**src/inc/plc_pkg.sv**
```systemverilog
// Package of constants and types for the port link control and status block.
// Operation
// - Hold local response credit size, default 5.
// - Hold local request credit size, default 5.
// - Retry-disable bit turns off link retry.
// - Retry always off during framing and initialization.
// - Capture partner response credit size from idles.
// - Capture partner request credit size from idles.
// - Port disabled tristates outputs except sync.
// - Disabling drops sync and restarts initialization.
// - Enabled drives outputs; data waits for framing.
// - Set idle-ack bit; clear at init start.
// - Set idle bit after 256 valid idles.
// - Interrupt on idle-detected rising when enabled.
// - Idle transition detector reset at init start.
// - Clearing an enable withdraws its request.
// - Present bit follows pin; absent tristates, reroutes to the other port or aborts.
// - Interrupt on any present change when enabled.
// - Redirect to other port; none enabled aborts.
package plc_pkg;
	// ==========================================
	// Register map
	localparam logic [7:0] PLC_CTRL_OFF = 8'hc0;
	localparam int RSP_CR_LSB = 16;
	localparam int REQ_CR_LSB = 13;
	localparam int RETRY_DIS_BIT = 12;
	localparam int PRSP_CR_LSB = 9;
	localparam int PREQ_CR_LSB = 6;
	localparam int PORT_EN_BIT = 5;
	localparam int ACK_DET_BIT = 4;
	localparam int IDLE_DET_BIT = 3;
	localparam int IDLE_IE_BIT = 2;
	localparam int PRES_BIT = 1;
	localparam int PRES_IE_BIT = 0;
	localparam logic [2:0] CREDIT_SIZE_RST = 3'h5;
	localparam logic [2:0] CREDIT_CAP_SIZE = 3'h5;
	localparam logic [5:0] CREDIT_CAP = 6'h19;
	localparam logic [8:0] IDLE_RUN_COUNT = 9'h100;
	localparam logic [3:0] INIT_CYCLES = 4'h8;

	// ==========================================
	// Types
	typedef enum logic [1:0] {
		PLC_ST_DOWN  = 2'b00,
		PLC_ST_INIT  = 2'b01,
		PLC_ST_FRAME = 2'b10,
		PLC_ST_RUN   = 2'b11
	} plc_state_t;

	typedef struct packed {
		logic       idle_valid;
		logic       idle_ack;
		logic [2:0] rsp_size;
		logic [2:0] req_size;
	} plc_idle_t;
endpackage

```
**src/hw/plc_top.sv**
```systemverilog
// Control and status logic for one scale_port link.
//
// The AHB-Lite interface to the registers was chosen for this implementation.
`timescale 1ns/1ps
module plc_top (
	input  wire logic              sys_clk,
	input  wire logic              reset,
	input  wire logic              hsel,
	input  wire logic [31:0]       haddr,
	input  wire logic [1:0]        htrans,
	input  wire logic              hwrite,
	input  wire logic [2:0]        hsize,
	input  wire logic [31:0]       hwdata,
	input  wire logic              hready,
	output logic [31:0]            hrdata,
	output logic                   hreadyout,
	output logic                   hresp,
	input  wire logic              link_clk,
	input  wire plc_pkg::plc_idle_t rx_idle,
	input  wire logic              port_present_pin,
	input  wire logic              firmware_enable_strap,
	input  wire logic              processor_present_strap,
	input  wire logic              other_port_enabled,
	output logic                   link_sync_output,
	output logic                   port_out_oe_n,
	output logic                   link_level_retry,
	output logic                   data_xfer_ok,
	output logic [2:0]             tx_rsp_size,
	output logic [2:0]             tx_req_size,
	output logic [4:0]             tx_rsp_credits,
	output logic [4:0]             tx_req_credits,
	output logic                   route_here,
	output logic                   route_other,
	output logic                   route_abort,
	output logic                   int_out_o,
	output logic                   int_out_oe_n
);
	// ==========================================
	// Pin synchronisers
	logic [2:0] lclk_s_q, pres_s_q, val_s_q, ack_s_q;
	logic [2:0] rsp_s1_q, rsp_s2_q, req_s1_q, req_s2_q;
	logic       lclk_st_q, pres_st_q, vs_q, as_q;
	logic [2:0] rsp_st_q, req_st_q;
	logic       straps_done_q;
	always_ff @(posedge sys_clk or posedge reset) begin
		if (reset) begin
			lclk_s_q <= 3'h0;
			pres_s_q <= 3'h0;
			val_s_q  <= 3'h0;
			ack_s_q  <= 3'h0;
			rsp_s1_q <= 3'h0;
			rsp_s2_q <= 3'h0;
			req_s1_q <= 3'h0;
			req_s2_q <= 3'h0;
		end else begin
			lclk_s_q <= {lclk_s_q[1:0], link_clk};
			pres_s_q <= {pres_s_q[1:0], port_present_pin};
			val_s_q  <= {val_s_q[1:0], rx_idle.idle_valid};
			ack_s_q  <= {ack_s_q[1:0], rx_idle.idle_ack};
			rsp_s1_q <= rx_idle.rsp_size;
			rsp_s2_q <= rsp_s1_q;
			req_s1_q <= rx_idle.req_size;
			req_s2_q <= req_s1_q;
		end
	end
	// A change on a single-bit pin is accepted only when the second and third stages agree; the size fields pass through unchecked.
	always_ff @(posedge sys_clk or posedge reset) begin
		if (reset) begin
			lclk_st_q <= 1'b0;
			pres_st_q <= 1'b0;
			vs_q      <= 1'b0;
			as_q      <= 1'b0;
			rsp_st_q  <= 3'h0;
			req_st_q  <= 3'h0;
		end else begin
			if (lclk_s_q[1] == lclk_s_q[2]) lclk_st_q <= lclk_s_q[2];
			if (pres_s_q[1] == pres_s_q[2]) pres_st_q <= pres_s_q[2];
			if (val_s_q[1] == val_s_q[2]) vs_q <= val_s_q[2];
			if (ack_s_q[1] == ack_s_q[2]) as_q <= ack_s_q[2];
			rsp_st_q <= rsp_s2_q;
			req_st_q <= req_s2_q;
		end
	end
	logic lclk_d1_q;
	always_ff @(posedge sys_clk or posedge reset) begin
		if (reset) lclk_d1_q <= 1'b0;
		else lclk_d1_q <= lclk_st_q;
	end
	wire lclk_rise = lclk_st_q & ~lclk_d1_q;

	// ==========================================
	// Register fields
	logic [2:0] rsp_cr_q, req_cr_q, prsp_q, preq_q;
	logic       retry_dis_q, port_en_q, ack_det_q, idle_det_q;
	logic       idle_ie_q, pres_ie_q, idle_irq_q, pres_irq_q, pres_d1_q;
	plc_pkg::plc_state_t st_q, st_d;
	logic [3:0] init_cnt_q;
	logic [8:0] run_cnt_q;

	// ==========================================
	// Bus slave
	logic        ap_wr_q, ap_sel_q;
	wire         ap_valid = hsel & htrans[1] & hready;
	wire         addr_hit = (haddr[7:0] == plc_pkg::PLC_CTRL_OFF) && (haddr[31:8] == 24'h0);
	wire         wr_strobe = ap_wr_q & ap_sel_q;
	wire [31:0]  reg_view = {13'h0,
		rsp_cr_q, req_cr_q, retry_dis_q, prsp_q, preq_q,
		port_en_q, ack_det_q, idle_det_q, idle_ie_q, pres_st_q, pres_ie_q};
	always_ff @(posedge sys_clk or posedge reset) begin
		if (reset) begin
			ap_wr_q <= 1'b0;
			ap_sel_q <= 1'b0;
			hrdata <= 32'h0;
		end else begin
			ap_wr_q  <= ap_valid & hwrite;
			ap_sel_q <= ap_valid & addr_hit;
			hrdata   <= (ap_valid & ~hwrite & addr_hit) ? reg_view : 32'h0;
		end
	end
	assign hreadyout = 1'b1;
	assign hresp     = 1'b0;

	// ==========================================
	// Link sequencing
	wire init_start = (st_q == plc_pkg::PLC_ST_DOWN) & port_en_q & pres_st_q;
	wire frame_start = (st_q == plc_pkg::PLC_ST_INIT) & (init_cnt_q == plc_pkg::INIT_CYCLES);
	wire port_live = port_en_q & pres_st_q;
	always_comb begin
		st_d = st_q;
		case (st_q)
			plc_pkg::PLC_ST_DOWN:  if (port_live) st_d = plc_pkg::PLC_ST_INIT;
			plc_pkg::PLC_ST_INIT:  if (frame_start) st_d = plc_pkg::PLC_ST_FRAME;
			plc_pkg::PLC_ST_FRAME: if (idle_det_q) st_d = plc_pkg::PLC_ST_RUN;
			plc_pkg::PLC_ST_RUN:   st_d = plc_pkg::PLC_ST_RUN;
			default:               st_d = plc_pkg::PLC_ST_DOWN;
		endcase
		if (!port_live) st_d = plc_pkg::PLC_ST_DOWN;
	end
	always_ff @(posedge sys_clk or posedge reset) begin
		if (reset) begin
			st_q <= plc_pkg::PLC_ST_DOWN;
			init_cnt_q <= 4'h0;
		end else begin
			st_q <= st_d;
			if (st_q != plc_pkg::PLC_ST_INIT) init_cnt_q <= 4'h0;
			else if (lclk_rise) init_cnt_q <= init_cnt_q + 4'h1;
		end
	end

	always_ff @(posedge sys_clk or posedge reset) begin
		if (reset) run_cnt_q <= 9'h0;
		else if (st_q != plc_pkg::PLC_ST_FRAME || (lclk_rise && !vs_q)) run_cnt_q <= 9'h0;
		else if (lclk_rise && run_cnt_q != plc_pkg::IDLE_RUN_COUNT) run_cnt_q <= run_cnt_q + 9'h1;
	end

	// ==========================================
	// Fields and events
	wire idle_rise = (st_q == plc_pkg::PLC_ST_FRAME) & ~idle_det_q &
		(run_cnt_q == plc_pkg::IDLE_RUN_COUNT);
	always_ff @(posedge sys_clk or posedge reset) begin
		if (reset) begin
			rsp_cr_q <= plc_pkg::CREDIT_SIZE_RST;
			req_cr_q <= plc_pkg::CREDIT_SIZE_RST;
			retry_dis_q <= 1'b0;
			port_en_q <= 1'b0;
			idle_ie_q <= 1'b0;
			pres_ie_q <= 1'b0;
		end else if (!straps_done_q) begin
			port_en_q <= ~firmware_enable_strap | ~processor_present_strap;
		end else if (wr_strobe) begin
			rsp_cr_q <= hwdata[plc_pkg::RSP_CR_LSB +: 3];
			req_cr_q <= hwdata[plc_pkg::REQ_CR_LSB +: 3];
			retry_dis_q <= hwdata[plc_pkg::RETRY_DIS_BIT];
			port_en_q <= hwdata[plc_pkg::PORT_EN_BIT];
			idle_ie_q <= hwdata[plc_pkg::IDLE_IE_BIT];
			pres_ie_q <= hwdata[plc_pkg::PRES_IE_BIT];
		end
	end
	always_ff @(posedge sys_clk or posedge reset) begin
		if (reset) begin
			straps_done_q <= 1'b0;
			prsp_q <= 3'h0;
			preq_q <= 3'h0;
			ack_det_q <= 1'b0;
			idle_det_q <= 1'b0;
			pres_d1_q <= 1'b0;
		end else begin
			straps_done_q <= 1'b1;
			pres_d1_q <= pres_st_q;
			if (lclk_rise && vs_q) begin
				prsp_q <= rsp_st_q;
				preq_q <= req_st_q;
			end
			// ack seen, cleared at init
			// A valid idle that lands on the init start still counts, so the set wins.
			if (lclk_rise && vs_q && as_q) ack_det_q <= 1'b1;
			else if (init_start) ack_det_q <= 1'b0;
			if (init_start) idle_det_q <= 1'b0;
			else if (idle_rise) idle_det_q <= 1'b1;
		end
	end
	wire idle_ie_n = wr_strobe ? hwdata[plc_pkg::IDLE_IE_BIT] : idle_ie_q;
	wire pres_ie_n = wr_strobe ? hwdata[plc_pkg::PRES_IE_BIT] : pres_ie_q;
	wire idle_clr  = wr_strobe & ~hwdata[plc_pkg::IDLE_IE_BIT];
	wire pres_clr  = wr_strobe & ~hwdata[plc_pkg::PRES_IE_BIT];
	always_ff @(posedge sys_clk or posedge reset) begin
		if (reset) begin
			idle_irq_q <= 1'b0;
			pres_irq_q <= 1'b0;
		end else begin
			if (idle_rise && idle_ie_n) idle_irq_q <= 1'b1;
			else if (idle_clr) idle_irq_q <= 1'b0;
			if ((pres_st_q != pres_d1_q) && pres_ie_n) pres_irq_q <= 1'b1;
			else if (pres_clr) pres_irq_q <= 1'b0;
		end
	end

	// ==========================================
	// Outputs
	function automatic logic [4:0] credits(input logic [2:0] sz);
		credits = (sz >= plc_pkg::CREDIT_CAP_SIZE) ? plc_pkg::CREDIT_CAP[4:0] : 5'(5'h1 << sz);
	endfunction
	always_ff @(posedge sys_clk or posedge reset) begin
		if (reset) begin
			link_sync_output <= 1'b0;
			port_out_oe_n <= 1'b1;
			link_level_retry <= 1'b0;
			data_xfer_ok <= 1'b0;
			tx_rsp_size <= plc_pkg::CREDIT_SIZE_RST;
			tx_req_size <= plc_pkg::CREDIT_SIZE_RST;
			tx_rsp_credits <= plc_pkg::CREDIT_CAP[4:0];
			tx_req_credits <= plc_pkg::CREDIT_CAP[4:0];
			route_here <= 1'b0;
			route_other <= 1'b0;
			route_abort <= 1'b1;
			int_out_o <= 1'b0;
			int_out_oe_n <= 1'b1;
		end else begin
			link_sync_output <= port_live;
			port_out_oe_n <= ~port_live;
			// retry only after framing
			// Gating by port_live keeps data off in the cycle the drivers are released.
			link_level_retry <= (st_q == plc_pkg::PLC_ST_RUN) & port_live & ~retry_dis_q;
			data_xfer_ok <= (st_q == plc_pkg::PLC_ST_RUN) & port_live;
			tx_rsp_size <= rsp_cr_q;
			tx_req_size <= req_cr_q;
			tx_rsp_credits <= credits(rsp_cr_q);
			tx_req_credits <= credits(req_cr_q);
			route_here <= port_live;
			route_other <= ~port_live & other_port_enabled;
			route_abort <= ~port_live & ~other_port_enabled;
			// open drain pin low while pending
			int_out_o <= 1'b0;
			int_out_oe_n <= ~(idle_irq_q | pres_irq_q);
		end
	end
endmodule

```
**config.mk**
```make
export PLATFORM = sky130hd
export DESIGN_NAME = plc_top
export DESIGN_NICKNAME = d
export VERILOG_FILES = /design/src/inc/plc_pkg.sv /design/src/hw/plc_top.sv
export SDC_FILE = /design/constraint.sdc
export NUM_CORES = 1
export LEC_CHECK = 0
export ABC_AREA = 1
export BUFFER_PORTS_ARGS = -buffer_cell sky130_fd_sc_hd__buf_2
export CAP_MARGIN = 15
export CORE_ASPECT_RATIO = 0.9
export CORE_MARGIN = 4
export CORE_UTILIZATION = 49
export CTS_CLUSTER_SIZE = 25
export DETAILED_ROUTE_END_ITERATION = 6
export PLACE_DENSITY_LB_ADDON = 0.3
export SLEW_MARGIN = 20
export SYNTH_ARGS = -nofsm -noshare
export SYNTH_HDL_FRONTEND = slang
export SYNTH_SLANG_ARGS = --single-unit
export TNS_END_PERCENT = 50
```
**constraint.sdc**
```tcl
create_clock -name sys_clk -period 5.45 [get_ports sys_clk]
set_input_delay 1.09 -clock sys_clk [delete_from_list [all_inputs] [get_ports sys_clk]]
set_output_delay 1.09 -clock sys_clk [all_outputs]
set_load 0.01 [all_outputs]
```
==> flow_metrics.py <==
metrics = {
    "outcome": {
        "outcome": "finished, final reports clean",
    },
    "cts": {
        "cts_max_path_buffers": 2,
        "postCtsHoldBufs": 0,
        "post-cts-setup-buffer-count": 0,
        "clock_sinks": 116,
        "cts_resized": 0,
        "cts_tree": "done",
        "path_clk_slew_ns": 0.05,
        "insertion_delay_ns": 0.50,
        "cts_made_buffers": 17,
        "cts_max_level": 4,
        "cts-root-buf": "clkbuf_8",
    },
    "worst_setup_path": {
        "critPathBufInv": 1,
        "cp-end-kind": "primary output",
        "slowest_stage": "dfstp_2",
        "path_cells": "buf_2",
        "start_kind": "register",
        "max_stage_delay_ns": 0.53,
        "worstPathRequired_ns": 4.36,
        "worst_ep_arrival_time_ns": 1.15,
        "crit_fanout": 1,
        "critPathTopFamily": "flip-flops",
        "crit_type": "reg -> out",
    },
    "power": {
        "leakage_uw": 0.00290,
        "power_uw": 2200,
        "power_density_nw_per_um2": 400,
        "peakVddDrop_mv": 0.272,
    },
    "routing": {
        "first_pass_iters": 4,
        "drt_iter0_markers": 120,
        "avgRoutedWirePerCell_um": 12.0,
        "vias": 2908,
        "drcViolationCount": 0,
        "routed_wirelength_um": 7750,
        "via_per_inst": 4.52,
        "drtAntennaViolNets": 0,
    },
    "synth": {
        "netlist_top_cells_count": "99 x dfrtp_1, 58 x nor2_1, 55 x nand2_1",
        "syn_area_um2": 4320,
        "ys.flop_type": "dfrtp_1",
        "ys_types": 32,
        "yosysMostFrequentCell": "dfrtp_1",
        "yosysTopAreaCell": "dfrtp_1",
        "ys_seq_elements": 116,
        "synth.top_cell.area_share_pct": 57.3,
        "postSynthAreaPerCell_um2": 10.9,
        "synth_edf_count": 0,
        "ys_seq_area_share_pct": 67.7,
        "ys_warn_count": 0,
        "synthCells": 397,
        "synth_area_leaders": "dfrtp_1 57%, dfstp_2 10%, nor2_1 5.0%, nand2_1 4.8%, inv_1 4.0%",
        "postSynth.asyncResetShare_pct": 100,
    },
    "global_routing": {
        "grt_max_degree": 64,
        "grt_overflow": 0,
        "track_usage_pct": 16.2,
        "grt_pass1_wl_um": 13100,
        "antenna_found_initial": 0,
        "grt_pass1_vias": 2907,
    },
    "sta": {
        "tightest_slew_ns": 0.718,
        "finalHoldViolCount": 0,
        "maxSlewViolCount": 0,
        "period_share_pct": 41.1,
        "rsz0062_at_grt": "no",
        "finClkSkew_ns": 0.00573,
        "period_minus_slack_ns": 2.24,
        "setup_viol": 0,
        "relSlewSlack_pct": 52.2,
        "tns_ns": 0,
        "timing.fmax_mhz": 446,
    },
    "floorplan": {
        "ioPinCount": 146,
        "die_area_um2": 10400,
        "placementRows": 32,
        "dieWidth_um": 107,
        "start_util_pct": 50.4,
        "core_area_um2": 8570,
        "die_h_um": 97.1,
    },
    "cells_and_area": {
        "n_antenna_cell": 0,
        "drive_above_1_share_pct": 33.0,
        "fin_nets": 603,
        "area_growth_syn_to_layout_pct": 27.6,
    },
    "placed_design": {
        "place.gp.congestion": 0.816,
        "io_buffers": 103,
        "dp_hpwl_um": 5330,
    },
    "worst_hold_path": {
        "worstHoldPathType": "reg -> reg",
    },
    "run": {
        "cap_violations": 0,
    },
}
## registers in the layout (all words and copies together), names as in the netlist, 2 cells and up
register and count:
tx_rsp_credits 5, init_cnt_q 4, req_s1_q 3, req_st_q 3, run_cnt_q 9, rsp_s2_q 3
val_s_q 3, st_q 2, req_s2_q 3, req_cr_q 3, preq_q 3, prsp_q 3
rsp_cr_q 3, lclk_s_q 3, tx_req_credits 5, tx_req_size 3, hrdata 19, rsp_st_q 3
pres_s_q 3, rsp_s1_q 3, ack_s_q 3, tx_rsp_size 3
## metrics by stage
step,worst slack [ns],cells,utilization (%),cell area (µm²),hold slack (ns)
2_1_floorplan,1.32,412,-,4380,0.331
3_3_place_gp,3.03,612,57.1,4890,0.331
3_5_place_dp,3.01,612,57.1,4890,0.335
4_1_cts,3.18,644,64.4,5520,0.348
5_1_grt,3.16,644,64.4,5520,0.351
6_report,3.21,644,64.4,5520,0.346
## placed cells by master (no fill, tap or decap), types with 3 or more instances in the layout
cell type and count:
nor2_2 11, nand2_1 55, conb_1 17, inv_1 45, nand4_1 9, clkbuf_16 16, maj3_1 4, bufinv_16 5
buf_2 103, nand3_1 15, a21oi_1 18, ha_1 4, clkinv_2 5, nor2_1 58, xor2_1 3, nor3_1 7
o21ai_0 11, dfrtp_1 99, dfstp_2 17
## per-layer routing
layer	global-route usage (%)	wire length, µm	vias to the layer above	part of all wire [%]
met2	25.4	3660	117	47
met3	6.18	588	11	7.6
met1	20.6	3380	1338	44
li1	-	-	1442	-
met4	5.60	125	0	1.6
met5	0	0	-	0
## final timing paths
path / slack, ns / from / endpoint / cells after the start
max in group asynchronous: 3.63 / reset / idle_ie_q$_DFFE_PP0P_ / 3
max reg2reg: 4.02 / run_cnt_q[0]$_DFFE_PP0P_ / run_cnt_q[7]$_DFFE_PP0P_ / 8
min reg2reg: 0.35 / pres_s_q[0]$_DFF_PP0_ / pres_s_q[1]$_DFF_PP0_ / 0
max: 3.21 / int_out_oe_n$_DFF_PP1_ / int_out_oe_n / 1
min in group asynchronous: 0.71 / reset / val_s_q[0]$_DFF_PP0_ / 2
min: 0.35 / pres_s_q[0]$_DFF_PP0_ / pres_s_q[1]$_DFF_PP0_ / 0
## cells by family after synthesis
kind of cell	synth area share (%)
compound gates	4.20
xor+xnor	0.608
fa+ha+maj	2.08
buf+inv	7.82
flops	67.7
other cells	0.174
simple gates	17.5
## report_power, final
part           internal [µW]  switching (µW)
combinational           41.6            73.4
clock                    786             371
sequential               914            19.7
total                   1740             464
## final cells by class
cell class,count,area [µm²]
fill,663,3050
sequential,116,2920
multi-input combinational,226,1120
timing repair buffer,104,523
clock buffer,18,418
clock inverter,14,208
inverter,47,179
tap,119,149
(Power assumes the default switching activity.)
